## src/rtl/ppp_consts.vh

```
// Constants for the PROM programming port controller.
// Assumes a 10 MHz core clock; included by the controller only.
`ifndef PPP_CONSTS_VH
`define PPP_CONSTS_VH
`define PPP_CLK_HZ         24'h989680
`define PPP_PULSE_NS       17'h186A0
// 0.1 ms write pulse in 100 ns clock cycles
`define PPP_PULSE_CYC      16'h03E8
`define PPP_SETUP_CYC      16'h0004
`define PPP_MAX_TRIES      4'hA
`define PPP_PAGE_BYTES     3'h4
`define PPP_ADDR_W         15
`define PPP_LAST_ADDR      15'h5FFF
`define PPP_ERASED         8'hFF
`define PPP_CMD_READ       3'h0
`define PPP_CMD_BYTE       3'h1
`define PPP_CMD_PAGE       3'h2
`define PPP_CMD_CHECK      3'h3
`endif

```

## src/rtl/ppp_ctrl.v

```verilog
// Host-side controller driving the PROM programming pins of the part.
// Assumes supplies are switched by outside circuits from o_* requests.
`timescale 1ns/100ps
`include "ppp_consts.vh"

module ppp_ctrl (
  input  wire        i_core_clk,
  input  wire        i_reset,
  input  wire        i_start,
  input  wire [2:0]  i_cmd,
  input  wire [14:0] i_addr,
  input  wire [7:0]  i_wdata,
  input  wire [31:0] i_page_data,
  input  wire [7:0]  i_dq_in,
  output wire        o_ready,
  output reg         o_done_ff,
  output reg         o_fail_ff,
  output reg  [7:0]  o_rdata_ff,
  output reg  [14:0] o_prom_addr_ff,
  output reg  [7:0]  o_dq_out_ff,
  output reg         o_dq_oe_n_ff,
  output reg         o_prom_select_n_ff,
  output reg         o_read_strobe_n_ff,
  output reg         o_write_pulse_n_ff,
  output reg         o_dev_reset_n_ff,
  output reg         o_high_volt_ff
);

  localparam ST_IDLE  = 4'h0;
  localparam ST_SETUP = 4'h1;
  localparam ST_LATCH = 4'h2;
  localparam ST_PULSE = 4'h3;
  localparam ST_VERI  = 4'h4;
  localparam ST_VSAMP = 4'h5;
  localparam ST_READ  = 4'h6;
  localparam ST_RSAMP = 4'h7;
  localparam ST_END   = 4'h8;

  localparam [15:0] PULSE_CYC = `PPP_PULSE_CYC;
  localparam [15:0] SETUP_CYC = `PPP_SETUP_CYC;

  reg [7:0]  dq_s1_ff;
  reg [7:0]  dq_s2_ff;
  reg [3:0]  state_ff;
  reg [2:0]  cmd_ff;
  reg [15:0] cnt_ff;
  reg [1:0]  idx_ff;
  reg [3:0]  tries_ff;
  reg        bad_ff;
  reg [14:0] base_ff;
  reg [31:0] page_ff;

  // Byte of the latched page picked by index
  function [7:0] page_byte;
    input [31:0] pg;
    input [1:0]  ix;
    begin
      page_byte = pg[ix*8 +: 8];
    end
  endfunction

  // Write commands raise the supplies and are range checked
  function is_wr_cmd;
    input [2:0] c;
    begin
      is_wr_cmd = (c == `PPP_CMD_PAGE) || (c == `PPP_CMD_BYTE);
    end
  endfunction

  // Next address of a page walk; stays inside 15 bits
  function [14:0] addr_step;
    input [14:0] a;
    begin
      addr_step = a + 15'h0001;
    end
  endfunction

  // Data pins come from the part: two flops before any use
  always @(posedge i_core_clk) begin
    dq_s1_ff <= i_dq_in;
    dq_s2_ff <= dq_s1_ff;
  end

  assign o_ready = (state_ff == ST_IDLE);

  wire [7:0] exp_byte = (cmd_ff == `PPP_CMD_PAGE) ? page_byte(page_ff, idx_ff)
                      : (cmd_ff == `PPP_CMD_CHECK) ? `PPP_ERASED : page_ff[7:0];
  wire       last_ix  = (cmd_ff != `PPP_CMD_PAGE) ||
                        (idx_ff == `PPP_PAGE_BYTES - 3'h1);
  // Retry and verify restart at the page base for page writes, else at the byte's own address
  wire [14:0] rewind_addr = (cmd_ff == `PPP_CMD_PAGE) ? base_ff
                                                      : o_prom_addr_ff;

  always @(posedge i_core_clk) begin
    if (i_reset) begin
      // Device reset pin held low from reset on: part stays in prog mode
      state_ff           <= ST_IDLE;
      cmd_ff             <= 3'h0;
      cnt_ff             <= 16'h0000;
      idx_ff             <= 2'h0;
      tries_ff           <= 4'h0;
      bad_ff             <= 1'b0;
      base_ff            <= 15'h0000;
      page_ff            <= 32'h00000000;
      o_done_ff          <= 1'b0;
      o_fail_ff          <= 1'b0;
      o_rdata_ff         <= 8'h00;
      o_prom_addr_ff     <= 15'h0000;
      o_dq_out_ff        <= 8'h00;
      o_dq_oe_n_ff       <= 1'b1;
      o_prom_select_n_ff <= 1'b1;
      o_read_strobe_n_ff <= 1'b1;
      o_write_pulse_n_ff <= 1'b1;
      o_dev_reset_n_ff   <= 1'b0;
      o_high_volt_ff     <= 1'b0;
    end else begin
      o_done_ff <= 1'b0;
      case (state_ff)
        ST_IDLE: begin
          o_dq_oe_n_ff       <= 1'b1;
          o_prom_select_n_ff <= 1'b1;
          o_read_strobe_n_ff <= 1'b1;
          o_write_pulse_n_ff <= 1'b1;
          o_dev_reset_n_ff   <= 1'b0;
          if (i_start) begin
            cmd_ff   <= i_cmd;
            base_ff  <= {i_addr[14:2], 2'h0};
            page_ff  <= (i_cmd == `PPP_CMD_PAGE) ? i_page_data
                                                 : {24'h000000, i_wdata};
            idx_ff   <= 2'h0;
            tries_ff <= 4'h0;
            bad_ff   <= 1'b0;
            o_fail_ff <= 1'b0;
            cnt_ff   <= 16'h0000;
            o_prom_addr_ff <= (i_cmd == `PPP_CMD_PAGE)
                              ? {i_addr[14:2], 2'h0} : i_addr;
            // Out of range writes refused outright
            if (is_wr_cmd(i_cmd) &&
                i_addr > `PPP_LAST_ADDR) begin
              o_fail_ff <= 1'b1;
              o_done_ff <= 1'b1;
            end else begin
              o_high_volt_ff <= is_wr_cmd(i_cmd);
              state_ff <= ST_SETUP;
            end
          end
        end

        ST_SETUP: begin
          // Let supplies settle before touching strobes
          cnt_ff <= cnt_ff + 16'h0001;
          if (cnt_ff == SETUP_CYC) begin
            cnt_ff <= 16'h0000;
            if (cmd_ff == `PPP_CMD_PAGE) begin
              o_dq_out_ff        <= page_byte(page_ff, 2'h0);
              o_dq_oe_n_ff       <= 1'b0;
              o_read_strobe_n_ff <= 1'b0;
              state_ff <= ST_LATCH;
            end else if (cmd_ff == `PPP_CMD_BYTE) begin
              o_dq_out_ff        <= page_ff[7:0];
              o_dq_oe_n_ff       <= 1'b0;
              o_prom_select_n_ff <= 1'b0;
              o_write_pulse_n_ff <= 1'b0;
              state_ff <= ST_PULSE;
            end else begin
              state_ff <= ST_READ;
            end
          end
        end

        ST_LATCH: begin
          // One cycle per byte, incrementing address
          // Part latches on strobe low; no pulse until all four are in
          if (idx_ff == `PPP_PAGE_BYTES - 3'h1) begin
            o_dq_oe_n_ff       <= 1'b1;
            o_read_strobe_n_ff <= 1'b1;
            o_write_pulse_n_ff <= 1'b0;
            idx_ff   <= 2'h0;
            state_ff <= ST_PULSE;
          end else begin
            idx_ff         <= idx_ff + 2'h1;
            o_prom_addr_ff <= addr_step(o_prom_addr_ff);
            o_dq_out_ff    <= page_byte(page_ff, idx_ff + 2'h1);
          end
        end

        ST_PULSE: begin
          // Pins frozen while the pulse runs; only the counter moves
          cnt_ff <= cnt_ff + 16'h0001;
          if (cnt_ff == PULSE_CYC - 16'h0001) begin
            cnt_ff             <= 16'h0000;
            o_write_pulse_n_ff <= 1'b1;
            o_dq_oe_n_ff       <= 1'b1;
            o_prom_select_n_ff <= 1'b1;
            tries_ff <= tries_ff + 4'h1;
            bad_ff   <= 1'b0;
            o_prom_addr_ff <= rewind_addr;
            state_ff <= ST_VERI;
          end
        end

        ST_VERI: begin
          // Host stops driving before the part turns on its outputs
          o_dq_oe_n_ff       <= 1'b1;
          o_prom_select_n_ff <= 1'b0;
          o_read_strobe_n_ff <= 1'b0;
          cnt_ff <= cnt_ff + 16'h0001;
          if (cnt_ff == SETUP_CYC) begin
            cnt_ff   <= 16'h0000;
            state_ff <= ST_VSAMP;
          end
        end

        ST_VSAMP: begin
          // Any wrong byte reruns the whole page, not just that byte
          o_rdata_ff <= dq_s2_ff;
          if (last_ix) begin
            o_prom_select_n_ff <= 1'b1;
            o_read_strobe_n_ff <= 1'b1;
            idx_ff <= 2'h0;
            if (bad_ff || dq_s2_ff != exp_byte) begin
              if (tries_ff == `PPP_MAX_TRIES) begin
                o_fail_ff <= 1'b1;
                state_ff  <= ST_END;
              end else begin
                o_prom_addr_ff <= rewind_addr;
                state_ff <= ST_SETUP;
              end
            end else begin
              state_ff <= ST_END;
            end
          end else begin
            bad_ff <= bad_ff | (dq_s2_ff != exp_byte);
            idx_ff <= idx_ff + 2'h1;
            o_prom_addr_ff <= addr_step(o_prom_addr_ff);
            state_ff <= ST_VERI;
          end
        end

        ST_READ: begin
          o_dq_oe_n_ff       <= 1'b1;
          o_prom_select_n_ff <= 1'b0;
          o_read_strobe_n_ff <= 1'b0;
          cnt_ff <= cnt_ff + 16'h0001;
          if (cnt_ff == SETUP_CYC) begin
            cnt_ff   <= 16'h0000;
            state_ff <= ST_RSAMP;
          end
        end

        ST_RSAMP: begin
          o_rdata_ff         <= dq_s2_ff;
          o_read_strobe_n_ff <= 1'b1;
          o_prom_select_n_ff <= 1'b1;
          o_fail_ff <= (cmd_ff == `PPP_CMD_CHECK) &&
                       (dq_s2_ff != `PPP_ERASED);
          state_ff <= ST_END;
        end

        ST_END: begin
          // Drop back to 5 V after any write; final sweep is host software
          o_high_volt_ff <= 1'b0;
          o_prom_select_n_ff <= 1'b1;
          o_read_strobe_n_ff <= 1'b1;
          o_write_pulse_n_ff <= 1'b1;
          o_done_ff      <= 1'b1;
          state_ff       <= ST_IDLE;
        end

        default: begin
          // Lost state: release bus and strobes so nothing can be written; high voltage left as it was
          o_dq_oe_n_ff <= 1'b1;
          o_prom_select_n_ff <= 1'b1;
          o_read_strobe_n_ff <= 1'b1;
          o_write_pulse_n_ff <= 1'b1;
          state_ff     <= ST_IDLE;
        end
      endcase
    end
  end

endmodule // ppp_ctrl

```

## config.mk

```make
export PLATFORM = sky130hd
export DESIGN_NAME = ppp_ctrl
export DESIGN_NICKNAME = d
export VERILOG_FILES = /design/src/rtl/ppp_ctrl.v
export VERILOG_INCLUDE_DIRS = /design/src /design/src/rtl
export SDC_FILE = /design/constraint.sdc
export NUM_CORES = 1
export LEC_CHECK = 0
export BUFFER_PORTS_ARGS = -buffer_cell sky130_fd_sc_hd__buf_2
export CAP_MARGIN = 0
export CORE_UTILIZATION = 51
export DETAILED_ROUTE_END_ITERATION = 6
export GPL_TIMING_DRIVEN = 1
export HOLD_SLACK_MARGIN = 0.02
export PLACE_DENSITY_LB_ADDON = 0.08
export SYNTH_ARGS = -nofsm -noshare
export SYNTH_HDL_FRONTEND = slang
export SYNTH_SLANG_ARGS = --single-unit
```

## constraint.sdc

```tcl
create_clock -name i_core_clk -period 2.7 [get_ports i_core_clk]
set_clock_uncertainty 0.15 [all_clocks]
set_input_delay 0.135 -clock i_core_clk [delete_from_list [all_inputs] [get_ports i_core_clk]]
set_output_delay 0.135 -clock i_core_clk [all_outputs]
set_load 0.03 [all_outputs]
```

==> out/qor.csv <==
stage,metric,value,unit
status,outcome,finished with violations,
status,failing checks,DRC,
global_routing,Global Route Usage Sum,31.6,%
drt,via count,6804,
placement,dpl hpwl,13700,um
sta,worst-margin pin slew,798,ps
sta,"Hold Vio Cnt, Final",0,
cts,CTS tree,done,
cells_and_area,antenna cells,0,
drt,Routed Antenna Nets,0,
power,total leakage power,3.63,nW
cts,Longest Clk Path Bufs,2,
global_routing,antenna violations before repair,0,
synthesis,Post-synth EDFFs,0,
floorplanning,die height,115,um
synthesis,synthesized cell area,0.00647,mm^2
global_routing,GRT overflow,0,
cts,Clock Root Buffer,clkbuf_16,
power,Max IR drop VDD,0.621,mV
power,PwrDens,909,mW/mm^2
cts,Worst-path clk slew,60,ps
floorplanning,die area,0.0131,mm^2
synthesis,"top cells by count, synth","dfxtp_1 (129), nand2_1 (108), a21oi_1 (79), nor2_1 (69), clkbuf_1 (27)",
worst_setup_path,Required @ worst endpoint,2900,ps
sta,Hold Slack,59.6,ps
worst_setup_path,Worst Setup End Kind,flip-flop,
cts,H-Tree Depth,4,
synthesis,"Seq/Total Area, Yosys",39.9,%
floorplanning,CORE AREA,0.0122,mm^2
cells_and_area,Final #Nets,1055,
worst_setup_path,Register-to-Register Setup Slack,40,ps
worst_setup_path,crit path kind,flip-flop to flip-flop,
synthesis,ys async rst share,0,%
sta,Setup TNS,0,ps
cells_and_area,Synth-to-Final Area Change,38.3,%
placement,Routability Congestion,0.918,
sta,Slew headroom,46.8,%
global_routing,number of global-route vias before repair,6644,
drt,Pre-antenna DRT Iters,7,
floorplanning,Die W,115,um
cells_and_area,fraction of layout cells with a size suffix above 1,27.5,%
sta,RSZ-0062 raised after global routing,yes,
synthesis,Synth Instances,766,
cells_and_area,Layout fillers,988,
sta,Period minus WS final,2660,ps
sta,Final Max Tran Viols,0,
drt,Initial DRC Count,703,
sta,crit share post-route,98.4,%
worst_setup_path,CP Max Fanout,7,
synthesis,Unique masters post-synth,78,
synthesis,ranking of synthesized cells by area,"dfxtp_1 (40%), nand2_1 (6.3%), a21oi_1 (6.1%)",
global_routing,largest net degree at the start of global routing,70,
cts,Skew-Pair Late Insertion Delay,430,ps
worst_setup_path,Arrival @ worst endpoint,2850,ps
synthesis,synthesized area per cell,8.45,um^2
drt,WL final,20500,um
floorplanning,# rows,40,
synthesis,Synth Register Bits,129,
worst_setup_path,Critical Path Start Type,flip-flop,
synthesis,"area leader, netlist",dfxtp_1,
drt,DRC Markers,2,
floorplanning,count of boundary I/O pins,109,
drt,Via density,5.86,
synthesis,Yosys warnings,0,
worst_hold_path,HP Class,input port to flip-flop,
floorplanning,Initial Util,53.0,%
synthesis,top-area cell type share of the netlist area,39.9,%
cts,number of buffers created by CTS,17,
sta,fmax,376,MHz
synthesis,"count leader, synth",dfxtp_1,
synthesis,Syn Nets,841,
drt,drt wl/cell,17.6,um
synthesis,Synth Flop Type,dfxtp_1,
placement,Port Buf Inserts,107,
sta,final setup fails,0,
global_routing,first-pass GRT wire length,32200,um
flow_run,max-cap violation count,0,
cts,clk sinks,129,
==> worst paths after layout <==
check	from	endpoint	cells after the start
setup / recovery	cmd_ff[2]$_SDFFE_PP0P_	o_prom_addr_ff[13]$_SDFFE_PP0P_	9
hold / removal	i_start	o_done_ff$_SDFF_PP0_	4
setup reg to reg	cmd_ff[2]$_SDFFE_PP0P_	o_prom_addr_ff[13]$_SDFFE_PP0P_	9
hold reg to reg	dq_s1_ff[5]$_DFF_P_	dq_s2_ff[5]$_DFF_P_	0
==> power breakdown <==
group | internal, mW | switching, mW | total [mW]
logic | 1.42 | 1.98 | 3.40
registers | 2.19 | 0.331 | 2.52
clock network | 1.22 | 0.995 | 2.21
==> layout make-up <==
cell class | count | area [um^2] | area share [%]
Clock buffer | 17 | 425 | 4.75
Multi-Input combinational cell | 574 | 3750 | 41.9
Tap cell | 168 | 210 | 2.35
Timing Repair Buffer | 245 | 1790 | 20.0
Clock inverter | 15 | 143 | 1.59
Sequential cell | 129 | 2590 | 28.9
Inverter | 13 | 48.8 | 0.545
==> metal layers <==
layer	up-vias	GRT usage, %	share of wire [%]
li1	3225	-	-
met1	3218	40.4	44
met2	318	51.7	47
met3	43	6.72	7.3
met4	0	13.5	2.4
met5	-	0	0
==> cell usage in the layout, fill, tap and decap left out, types with 17 or more instances in the layout <==
cell type,n
a211oi_1,17
a21oi_1,77
a22o_1,25
buf_2,107
buf_4,67
clkbuf_16,17
dfxtp_1,126
dlygate4sd3_1,65
mux2i_1,21
nand2_1,108
nand3_1,19
nor2_1,69
o21ai_0,17
==> critical path, stage by stage, from the launching register on <==
cell      delay (ps)
dfxtp_4          360
or4b_4           600
o22a_1           240
nand3b_1          80
nand4b_1         190
buf_4            200
nor4_4           320
buf_6            210
o21ai_1           90
a21oi_1          130
==> registers in the layout (all words and copies together) (netlist names), 2 cells and up <==
signal,cells
o_dq_out_ff,8
dq_s1_ff,8
o_rdata_ff,8
state_ff,4
dq_s2_ff,8
base_ff,13
o_prom_addr_ff,15
tries_ff,4
cmd_ff,3
idx_ff,2
cnt_ff,16
page_ff,32
==> per-stage QoR <==
| stage | worst slack, ps | util, % | area, um^2 | power (mW) | instances |
|---|---|---|---|---|---|
| 2_1_floorplan | 43.4 | - | 6470 | 4.50 | 766 |
| 3_3_place_gp | 26.3 | 61.7 | 7540 | 5.57 | 1057 |
| 3_5_place_dp | -60.6 | 61.7 | 7540 | 5.65 | 1057 |
| 4_1_cts | 7.79 | 71.8 | 8760 | 7.95 | 1154 |
| 5_1_grt | -66.9 | 73.3 | 8950 | 8.55 | 1161 |
| 6_report | 42.8 | 73.3 | 8950 | 8.13 | 1161 |
==> repair_timing <==
action / CTS / global route
buffers inserted: 0 / 6
hold endpoints to repair: 64 / 0
resized for setup: 2 / 42
gates cloned: 0 / 1
pin swaps: 0 / 32
endpoints found under the setup margin: 16 / 19
hold buffers: 65 / 0
==> cell families (layout without fill, tap and decap cells) <==
group           after synthesis  in the layout  synth area share (%)
buf+inv                      63            290                  4.33
fa+ha+maj                     6              6                  1.16
mux                          39             39                  6.90
compound gates              223            223                  23.1
simple gates                286            286                  21.9
other cells                   1              1                0.0579
flops                       129            129                  39.9
xor+xnor                     19             19                  2.57
(Power assumes the default switching activity.)
